**src/rtl/acq_pkg.sv**
```systemverilog
// Purpose: Shared constants and carriers for the acquisition chain config block
// Assumes: Classic Wishbone, 32-bit data, one register per aligned word
// Notes:   Printed offsets are word indices, not byte offsets, so index*4 = address
package acq_pkg;

	// Register indices as printed
	localparam logic [7:0] ACQ_IDX_RATE    = 8'h60;
	localparam logic [7:0] ACQ_IDX_REFCTL  = 8'h61;
	localparam logic [7:0] ACQ_IDX_GAIN    = 8'h62;
	localparam logic [7:0] ACQ_IDX_THRESH  = 8'h63;
	localparam logic [7:0] ACQ_IDX_TEMP_HI = 8'h64;
	localparam logic [7:0] ACQ_IDX_TEMP_LO = 8'h65;
	localparam logic [7:0] ACQ_IDX_AGCCTL  = 8'h71;
	localparam logic [7:0] ACQ_IDX_STATUS  = 8'h72;

	// Window bases seen by software
	localparam logic [15:0] ACQ_BASE_BLOCKING    = 16'h0200;
	localparam logic [15:0] ACQ_BASE_NONBLOCKING = 16'h0300;

	// Reset values
	localparam logic [2:0] ACQ_RATE_RESET   = 3'h4;
	localparam logic [1:0] ACQ_REFSEL_RESET = 2'h1;
	localparam logic       ACQ_LDOSEL_RESET = 1'b1;
	localparam logic [2:0] ACQ_REFON_RESET  = 3'h7;
	localparam logic [2:0] AMPLIFIER_GAIN_RESET   = 3'h0;
	localparam logic [7:0] ACQ_THRESH_RESET = 8'h00;

	// Field positions in the reference control register
	localparam int ACQ_REFSEL_LSB = 4;
	localparam int ACQ_LDOSEL_BIT = 3;

	// Timing: modulator sample clock and first stage; auto-gain step-up count
	localparam int ACQ_CLK_HZ      = 100_000_000;
	localparam int ACQ_MOD_HZ      = 512_000;
	localparam int ACQ_MOD_DIV     = ACQ_CLK_HZ / ACQ_MOD_HZ;
	localparam logic [3:0] ACQ_STAGE1_RATIO = 4'h8;
	localparam logic [7:0] AMPLIFIER_GAIN_UP_COUNT = 8'h10;

	typedef struct packed {
		logic [1:0] converter_reference_select;
		logic       regulator_reference_select;
		logic       reference_three_on;
		logic       reference_two_on;
		logic       reference_one_on;
	} acq_ref_t;

	typedef struct packed {
		logic [2:0] decimation_code;
		logic [2:0] amp_gain_code;
		logic       auto_gain_enable;
		logic [3:0] gain_up_thresh;
		logic [3:0] gain_down_thresh;
	} acq_cfg_t;

	// Stage-two ratio (total / 8) for a rate code
	function automatic logic [7:0] acq_stage2_ratio(input logic [2:0] code);
		case (code)
			3'h1:    acq_stage2_ratio = 8'h08;
			3'h2:    acq_stage2_ratio = 8'h10;
			3'h3:    acq_stage2_ratio = 8'h20;
			3'h5:    acq_stage2_ratio = 8'h80;
			default: acq_stage2_ratio = 8'h40;
		endcase
	endfunction : acq_stage2_ratio

endpackage : acq_pkg

```
**src/rtl/acq_decim_timer.sv**
```systemverilog
// Purpose: Output-rate strobe generator for the two-stage sinc3 decimator
// Assumes: Modulator tick enable from a divider on clk_i
// Notes:   Stage one fixed at eight; stage two counts the remainder
module acq_decim_timer (
	// Clock and reset
	input  wire logic       clk_i,
	input  wire logic       rst_i,
	// Control
	input  wire logic       mod_tick_i,
	input  wire logic [2:0] decimation_code_i,
	// Strobes
	output logic            stage1_done_o,
	output logic            result_strobe_o
);
	import acq_pkg::*;

	logic [3:0] s1_cnt_reg, s1_cnt_next;
	logic [7:0] s2_cnt_reg, s2_cnt_next;
	logic       s1_done_reg, s1_done_next;
	logic       res_reg, res_next;
	logic [7:0] ratio2;

	always_comb begin
		ratio2       = acq_stage2_ratio(decimation_code_i);
		s1_cnt_next  = s1_cnt_reg;
		s2_cnt_next  = s2_cnt_reg;
		s1_done_next = 1'b0;
		res_next     = 1'b0;
		if (mod_tick_i) begin
			if (s1_cnt_reg == ACQ_STAGE1_RATIO - 4'h1) begin
				s1_cnt_next  = 4'h0;
				s1_done_next = 1'b1;
				// Ratio change takes effect at the next boundary
				if (s2_cnt_reg >= ratio2 - 8'h01) begin
					s2_cnt_next = 8'h00;
					res_next    = 1'b1;
				end else begin
					s2_cnt_next = s2_cnt_reg + 8'h01;
				end
			end else begin
				s1_cnt_next = s1_cnt_reg + 4'h1;
			end
		end
	end

	always_ff @(posedge clk_i) begin
		if (rst_i) begin
			s1_cnt_reg  <= 4'h0;
			s2_cnt_reg  <= 8'h00;
			s1_done_reg <= 1'b0;
			res_reg     <= 1'b0;
		end else begin
			s1_cnt_reg  <= s1_cnt_next;
			s2_cnt_reg  <= s2_cnt_next;
			s1_done_reg <= s1_done_next;
			res_reg     <= res_next;
		end
	end

	assign stage1_done_o   = s1_done_reg;
	assign result_strobe_o = res_reg;

endmodule : acq_decim_timer

```
**src/rtl/acq_chain_regs.sv**
```systemverilog
// Purpose: Acquisition chain configuration and result registers on Wishbone
// Assumes: Classic Wishbone slave, 32-bit data, byte address = index * 4
// Notes:   Registered ack, one wait state; unmapped addresses ack and read zero
module acq_chain_regs (
	// Clock and reset
	input  wire logic                clk_i,
	input  wire logic                rst_i,
	// Wishbone slave
	input  wire logic                cyc_i,
	input  wire logic                stb_i,
	input  wire logic                we_i,
	input  wire logic [9:0]          adr_i,
	input  wire logic [3:0]          sel_i,
	input  wire logic [31:0]         dat_i,
	output logic [31:0]              dat_o,
	output logic                     ack_o,
	// Analog front-end interface
	input  wire logic [15:0]         temp_result_i,
	input  wire logic                temp_valid_i,
	input  wire logic [3:0]          agc_level_i,
	output acq_pkg::acq_ref_t        ref_ctl_o,
	output acq_pkg::acq_cfg_t        cfg_o,
	output logic [9:0]               amp_gain_o,
	output logic [2:0]               offset_comp_buffer_sel_o,
	output logic                     stage1_done_o,
	output logic                     result_strobe_o
);
	import acq_pkg::*;

	function automatic logic hit(input logic [9:0] adr, input logic [7:0] idx);
		hit = (adr[9:2] == idx);
	endfunction : hit

	// Register state
	logic [2:0]  rate_reg, rate_next;
	acq_ref_t    ref_reg, ref_next;
	logic [2:0]  gain_reg, gain_next;
	logic [7:0]  thr_reg, thr_next;
	logic        gain_auto_reg, gain_auto_next;
	logic [15:0] temp_reg, temp_next;
	logic        ack_reg, ack_next;
	logic [31:0] rdat_reg, rdat_next;
	logic [7:0]  up_cnt_reg, up_cnt_next;
	logic        bad_ref_reg, bad_ref_next;
	// Divide-by-195 needs eight bits; seven would wrap early
	logic [7:0]  mod_div_reg, mod_div_next;
	logic        mod_tick_reg, mod_tick_next;

	logic        wr_en;
	logic        rd_en;
	logic        lane0;

	// Synchroniser for analog temperature valid
	logic        tv_s1_reg, tv_s2_reg, tv_s3_reg;
	logic        tv_settled;

	assign wr_en = cyc_i && stb_i && we_i && !ack_reg;
	assign rd_en = cyc_i && stb_i && !we_i && !ack_reg;
	assign lane0 = sel_i[0];

	always_ff @(posedge clk_i) begin
		if (rst_i) begin
			tv_s1_reg <= 1'b0;
			tv_s2_reg <= 1'b0;
			tv_s3_reg <= 1'b0;
		end else begin
			tv_s1_reg <= temp_valid_i;
			tv_s2_reg <= tv_s1_reg;
			tv_s3_reg <= tv_s2_reg;
		end
	end
	// Counted once the later two stages agree on the new level
	assign tv_settled = tv_s2_reg && tv_s3_reg;

	// Modulator tick divider
	always_comb begin
		mod_div_next  = mod_div_reg + 8'h01;
		mod_tick_next = 1'b0;
		if (mod_div_reg == 8'(ACQ_MOD_DIV - 1)) begin
			mod_div_next  = 8'h00;
			mod_tick_next = 1'b1;
		end
	end

	// Bus and register next-state
	always_comb begin
		rate_next    = rate_reg;
		ref_next     = ref_reg;
		gain_next    = gain_reg;
		thr_next     = thr_reg;
		gain_auto_next = gain_auto_reg;
		temp_next    = temp_reg;
		up_cnt_next  = up_cnt_reg;
		bad_ref_next = bad_ref_reg;
		ack_next     = cyc_i && stb_i && !ack_reg;
		rdat_next    = rdat_reg;

		// Result latched on the settled level, data stable by then
		if (tv_settled) begin
			temp_next = temp_result_i;
		end

		// Automatic gain: compare each result against thresholds
		if (gain_auto_reg && result_strobe_o) begin
			if (agc_level_i >= thr_reg[7:4] && gain_reg != 3'h0) begin
				gain_next   = gain_reg - 3'h1;
				up_cnt_next = 8'h00;
			end else if (agc_level_i < thr_reg[3:0] && gain_reg != 3'h7) begin
				// Hysteresis so gain does not hunt on noise
				if (up_cnt_reg == AMPLIFIER_GAIN_UP_COUNT - 8'h01) begin
					gain_next   = gain_reg + 3'h1;
					up_cnt_next = 8'h00;
				end else begin
					up_cnt_next = up_cnt_reg + 8'h01;
				end
			end else begin
				up_cnt_next = 8'h00;
			end
		end

		if (wr_en && lane0) begin
			if (hit(adr_i, ACQ_IDX_RATE)) begin
				rate_next = dat_i[2:0];
			end
			if (hit(adr_i, ACQ_IDX_REFCTL)) begin
				// Code 00 would reset the analog supply; refused and flagged
				if (dat_i[ACQ_REFSEL_LSB +: 2] != 2'h0) begin
					ref_next.converter_reference_select = dat_i[ACQ_REFSEL_LSB +: 2];
				end else begin
					bad_ref_next = 1'b1;
				end
				ref_next.regulator_reference_select = dat_i[ACQ_LDOSEL_BIT];
			end
			if (hit(adr_i, ACQ_IDX_GAIN) && !gain_auto_reg) begin
				gain_next = dat_i[2:0];
			end
			if (hit(adr_i, ACQ_IDX_THRESH)) begin
				thr_next = dat_i[7:0];
			end
			if (hit(adr_i, ACQ_IDX_AGCCTL)) begin
				gain_auto_next = dat_i[0];
			end
			if (hit(adr_i, ACQ_IDX_STATUS) && dat_i[0]) begin
				bad_ref_next = 1'b0;
			end
		end

		if (rd_en) begin
			case (adr_i[9:2])
				ACQ_IDX_RATE:    rdat_next = {29'h0, rate_reg};
				ACQ_IDX_REFCTL:  rdat_next = {26'h0, ref_reg};
				ACQ_IDX_GAIN:    rdat_next = {29'h0, gain_reg};
				ACQ_IDX_THRESH:  rdat_next = {24'h0, thr_reg};
				ACQ_IDX_TEMP_HI: rdat_next = {24'h0, temp_reg[15:8]};
				ACQ_IDX_TEMP_LO: rdat_next = {24'h0, temp_reg[7:0]};
				ACQ_IDX_AGCCTL:  rdat_next = {31'h0, gain_auto_reg};
				ACQ_IDX_STATUS:  rdat_next = {31'h0, bad_ref_reg};
				default:         rdat_next = 32'h0;
			endcase
		end
	end

	always_ff @(posedge clk_i) begin
		if (rst_i) begin
			rate_reg     <= ACQ_RATE_RESET;
			ref_reg      <= {ACQ_REFSEL_RESET, ACQ_LDOSEL_RESET, ACQ_REFON_RESET};
			gain_reg     <= AMPLIFIER_GAIN_RESET;
			thr_reg      <= ACQ_THRESH_RESET;
			gain_auto_reg <= 1'b0;
			temp_reg     <= 16'h0;
			ack_reg      <= 1'b0;
			rdat_reg     <= 32'h0;
			up_cnt_reg   <= 8'h00;
			bad_ref_reg  <= 1'b0;
			mod_div_reg  <= 8'h00;
			mod_tick_reg <= 1'b0;
		end else begin
			rate_reg     <= rate_next;
			ref_reg      <= ref_next;
			gain_reg     <= gain_next;
			thr_reg      <= thr_next;
			gain_auto_reg <= gain_auto_next;
			temp_reg     <= temp_next;
			ack_reg      <= ack_next;
			rdat_reg     <= rdat_next;
			up_cnt_reg   <= up_cnt_next;
			bad_ref_reg  <= bad_ref_next;
			mod_div_reg  <= mod_div_next;
			mod_tick_reg <= mod_tick_next;
		end
	end

	acq_decim_timer u_timer (
		.clk_i             (clk_i),
		.rst_i             (rst_i),
		.mod_tick_i        (mod_tick_reg),
		.decimation_code_i (rate_reg),
		.stage1_done_o     (stage1_done_o),
		.result_strobe_o   (result_strobe_o)
	);

	assign ack_o                    = ack_reg;
	assign dat_o                    = rdat_reg;
	assign ref_ctl_o                = ref_reg;
	assign cfg_o                    = {rate_reg, gain_reg, gain_auto_reg, thr_reg};
	assign amp_gain_o               = 10'h004 << gain_reg;
	assign offset_comp_buffer_sel_o = gain_reg;

endmodule : acq_chain_regs

```
**config.mk**
```make
export PLATFORM = sky130hd
export DESIGN_NAME = acq_chain_regs
export DESIGN_NICKNAME = d
export VERILOG_FILES = /design/src/rtl/acq_pkg.sv /design/src/rtl/acq_decim_timer.sv /design/src/rtl/acq_chain_regs.sv
export SDC_FILE = /design/constraint.sdc
export NUM_CORES = 1
export LEC_CHECK = 0
export BUFFER_PORTS_ARGS = -buffer_cell sky130_fd_sc_hd__buf_2
export CORE_MARGIN = 1
export CORE_UTILIZATION = 40
export DETAILED_ROUTE_END_ITERATION = 8
export GPL_ROUTABILITY_DRIVEN = 0
export MAX_ROUTING_LAYER = met4
export PLACE_DENSITY = 0.65
export SKIP_LAST_GASP = 1
export SLEW_MARGIN = 25
export SYNTH_ARGS = -nofsm -noshare
export SYNTH_HDL_FRONTEND = slang
export SYNTH_HIERARCHICAL = 1
export SYNTH_SLANG_ARGS = --single-unit
export TNS_END_PERCENT = 30
```
**constraint.sdc**
```tcl
create_clock -name clk_i -period 6.45 [get_ports clk_i]
set_input_delay 0.645 -clock clk_i [delete_from_list [all_inputs] [get_ports clk_i]]
set_output_delay 0.645 -clock clk_i [all_outputs]
set_load 0.1 [all_outputs]
```
# [After elaboration in Yosys (flattened, before gate mapping)]
# Index checks and enable logic that the tools add are counted.
[word_totals] regBits=102 output_inout_bits=69 word_cells=98
[classes] add_sub_neg=7 order_cmp=3 eq_ne=17 shift=1 muxes=19 bitwise_logic=2 n_reduce_logical=29
[ops] operator="$eq A8 B7 Y1 const B" n=8
[ops] operator="$pmux W8 S8" n=1
[ops] operator="$mux W8" n=4
[ops] operator="$pmux W8 S4" n=1
[ops] operator="$add A8 B1 Y8 const B" n=3
[ops] operator="$mux W3" n=6
[ops] operator="$logic_and A1 B1 Y1" n=13
[ops] operator="$reduce_and A2 Y1" n=5
[ops] operator="$shl A3 B3 Y10 const A" n=1
[ops] operator="$eq A8 B4 Y1 const B" n=1
[ops] operator="$eq A8 B8 Y1 const B" n=1
[ops] operator="$ge A8 B8 Y1" n=1
[ops] operator="$sub A8 B1 Y8 const B" n=1
[ops] operator="$eq A3 B2 Y1 const B" n=2
[ops] operator="$mux W1" n=6
[ops] operator="$reduce_and A3 Y1" n=2
[ops] operator="$add A4 B1 Y4 const B" n=1
[ops] operator="$eq A4 B3 Y1 const B" n=1
[ops] operator="$ge A4 B4 Y1" n=1
[ops] operator="$lt A4 B4 Y1" n=1
[ops] operator="$mux W4" n=1
[ops] operator="$reduce_bool A2 Y1" n=2
[ops] operator="$reduce_or A2 Y1" n=2
[ops] operator="$add A3 B1 Y3 const B" n=1
[ops] operator="other kinds (9)" n=12

# [Longest topological paths before layout]
[depth] word_depth=7 depth_mapped=8 ltp_nobuf=8

# [Hierarchy]
# The synthesis kept the hierarchy.
[modules_own_cells] module="acq_chain_regs" instances=1 cells_each=420 area_per_inst_um2=3613.5
[modules_own_cells] module="acq_decim_timer" instances=1 cells_each=81 area_per_inst_um2=770.7

# [Least setup slack after synthesis]
# OpenSTA, ideal clock, no wires.
[synth_timing] path_type="register to output" from="register gain_reg[1], in the netlist offset_comp_buffer_sel_o[1]" to="output port amp_gain_o[4]" t_arrival_ns=2.655 t_required_ns=5.805 path_slack_ns=3.150 path_stages_with_launch=3 path_cell_list="dfxtp_1 ha_1 nor2b_1"
[synth_between] elab_chain_len=1
[synth_lines] item="from (decl)" line="acq_chain_regs.sv:37" text="logic [2:0] gain_reg, gain_next;"
[synth_lines] item="from (signal assigned)" line="acq_chain_regs.sv:180" text="gain_reg <= gain_next;"
[synth_lines] item="$shl A3 B3 Y10" line="acq_chain_regs.sv:206" text="assign amp_gain_o = 10'h004 << gain_reg;"
[synth_lines] item="to (decl)" line="acq_chain_regs.sv:23" text="output logic [9:0] amp_gain_o,"
# Every way passes these cells.

# [Worst setup path after layout]
[layout_timing] from="register rate_reg[0]" to="register u_timer.s2_cnt_reg[4]"
[layout_between] elab_chain_len=5
[layout_lines] item="from (decl)" line="acq_chain_regs.sv:35" text="logic [2:0] rate_reg, rate_next;"
[layout_lines] item="from (signal assigned)" line="acq_chain_regs.sv:178" text="rate_reg <= rate_next;"
[layout_lines] item="$eq A3 B3 Y1 (tied with other cells)" line="acq_pkg.sv:57" text="case (code)"
[layout_lines] item="$pmux W8 S4 (*)" line="acq_pkg.sv:57"
[layout_lines] item="$sub A8 B1 Y8 (*)" line="acq_decim_timer.sv:34" text="if (s2_cnt_reg >= ratio2 - 8'h01) begin"
[layout_lines] item="$ge A8 B8 Y1 (*)" line="acq_decim_timer.sv:34"
[layout_lines] item="$mux W8 (*)" line="acq_decim_timer.sv:34"
[layout_lines] item="to (signal assigned)" line="acq_decim_timer.sv:54" text="s2_cnt_reg <= s2_cnt_next;"
[layout_lines] item="to (decl)" line="acq_decim_timer.sv:18" text="logic [7:0] s2_cnt_reg, s2_cnt_next;"
# Every way passes the cells marked *; elsewhere a longest branch is shown, timed or not.
# A chain may end at the register's enable or synchronous reset.

==> qor.csv <==
metric,value,unit
post-route-util,47.4,%
irDropWorstVdd,0.104,mV
wl_per_cell,13.8,um
fin_hold_ws,0.444,ns
clock_latency,0.35,ns
drtPass1Iterations,5,
num_vias,3631,
required,6.67,ns
crit_chain,or3b_2 > ha_1 > xor2_1 > ha_1 > a21oi_1 > o221a_2 > o21bai_2 > nor2_1,
hold_path_class,reg2reg,
grt_pass1_vias,3333,
synth.distinct_cells,69,
finalSetupTns,0,ns
synth_edf_count,0,
nets,667,
die_y,107,um
worstPathMaxFanout,8,
clkTransAtPathRegs,0.08,ns
fin_crit_sh,38.2,%
synth-async-reset-ratio,0,%
placementRows,37,
drv_cap,0,
r2r_cells,8,
hold_viol_final,0,
cpLargestDelayFamily,compound AO/OA/AOI/OAI gates,
largest_reg_flops,16,
multiInputGateArea,2500,um^2
wl_met1,4.40,mm
fillers,1021,
portBuffers,82,
grt_max_degree,60,
drcViolationCount,0,
grt_antenna_before_repair,0,
startpoint_type,flip-flop,
setup_violations,0,
drive_gt1_share,22.1,%
diodes,0,
drtAntennaViolNets,0,
die-area,11400,um^2
critical_path.slowest_cell,or3b_2,
leakage,0.00218,uW
relSlewSlack,58.8,%
cts-resized-gates,0,
route.met2.wl,4.72,mm
fin_cells,710,
vias_per_cell,5.11,
min_period,2.47,ns
clock-sinks,78,
rsz0062_at_grt,no,
status,completed,
syn_area,4380,um^2
met3_length,537,um
crit_buf_inv,0,
ctsRootBufferMaster,clkbuf_8,
dpl.cell_count,695,
synth_ff_type,dfxtp_1,
h-tree-depth,3,
grt_pass1_wl,15.9,mm
power_density,213,nW/um^2
cts_hold_buf,0,
top_layer_used,met4,
layout.area.seq,1560,um^2
start_util,41.9,%
max_slew.worst_pin.slew,0.619,ns
yosys_register_bits,78,
critPathKind,reg2reg,
cts_buffers,9,
yosysWarnings,6,
synth.largest_area_cell,dfxtp_1,
core_area,10500,um^2
worst-path-stages,8,
slowest_delay,0.48,ns
synth_top_cells_by_count,"78 x dfxtp_1, 59 x nand2_1, 49 x nor2_1",
min_path_cells,1,
area_growth,13.0,%
fmax,406,MHz
grt.total_usage,18.1,%
clock_path_buffers,2,
crit_path_end_kind,flip-flop,
slew_violations,0,
ys_top_cells_by_area,"dfxtp_1 36%, ha_1 7.1%, buf_4 5.8%",
wl,9.79,mm
hpwlAfterDp,7.33,mm
drt-initial-drc-count,150,
crit_arrival,2.69,ns
yosysTopAreaCellShare,35.6,%
io_pins,141,
yosysMostFrequentCell,dfxtp_1,
cts_tree,done,
grt_overflow,0,
die_w,107,um
fin_worst_skew,0.00995,ns
synth.avg_cell_area,8.75,um^2
yosysSeqAreaShare,35.6,%
post-cts-setup-buffer-count,0,
crit_path_frequent_cell,ha_1,
synth_cells,501,
[routing by layer]
layer	global-route usage, %	vias to the layer above
met4	5.97	0
met5	-	-
li1	-	1810
met2	29.4	109
met1	22.5	1700
met3	3.59	12
[cells in the final DEF (no fill, tap or decap), drive strengths merged, types with 3 or more instances in the layout]
| master | instances |
|---|---|
| dfxtp | 78 |
| mux2i | 15 |
| nand2b | 4 |
| xor2 | 10 |
| mux2 | 3 |
| xnor2 | 10 |
| nor4 | 4 |
| nor2 | 51 |
| clkbuf | 9 |
| and3 | 9 |
| conb | 30 |
| a222oi | 3 |
| nor2b | 12 |
| a31oi | 7 |
| inv | 20 |
| bufinv | 3 |
| a211oi | 6 |
| nand2 | 61 |
| and2 | 7 |
| ha | 25 |
| nor3 | 12 |
| o21ai | 14 |
| o32ai | 3 |
| a21oi | 32 |
| buf | 83 |
| nand3b | 4 |
| nand4 | 9 |
| nand3 | 12 |
[worst paths after layout]
path | startpoint | end | slack, ns
setup reg to reg | rate_reg[0] | u_timer/s2_cnt_reg[4] | 3.98
hold reg to reg | tv_s1_reg | tv_s2_reg | 0.44
hold / removal | tv_s1_reg | tv_s2_reg | 0.44
setup / recovery | rate_reg[0] | u_timer/s2_cnt_reg[4] | 3.98
[report_power, final]
group | internal [uW] | leakage [uW] | switching, uW
Clock | 255 | 0.000115 | 178
Sequential | 484 | 0.000629 | 2.08
Combinational | 24.4 | 0.00144 | 114
Total | 763 | 0.00218 | 293
[cell families after synthesis]
logic type	Yosys count	synth area share, %
simple gates	197	24.9
compound gates	88	14.2
flops	78	35.6
buf+inv	72	9.76
fa+ha+maj	25	7.13
xor+xnor	20	4.00
mux	18	4.20
other cells	3	0.257
[per-stage QoR]
step / total power (uW) / setup slack, ns / area [um^2]
5_1_grt: 1100 / 3.84 / 4960
2_1_floorplan: 624 / 3.15 / 4490
6_report: 1060 / 3.98 / 4960
3_5_place_dp: 635 / 3.98 / 4720
3_3_place_gp: 633 / 4.05 / 4720
4_1_cts: 1070 / 3.96 / 4960
[cell type report]
type	count	share of cell area [%]
Clock inverter	6	2.25
Clock buffer	9	2.50
Inverter	20	1.51
Timing Repair Buffer	83	8.43
Tap cell	136	3.43
Sequential cell	78	31.5
Multi-Input combinational cell	378	50.4
No activity file was read; power rests on OpenSTA's default activity.
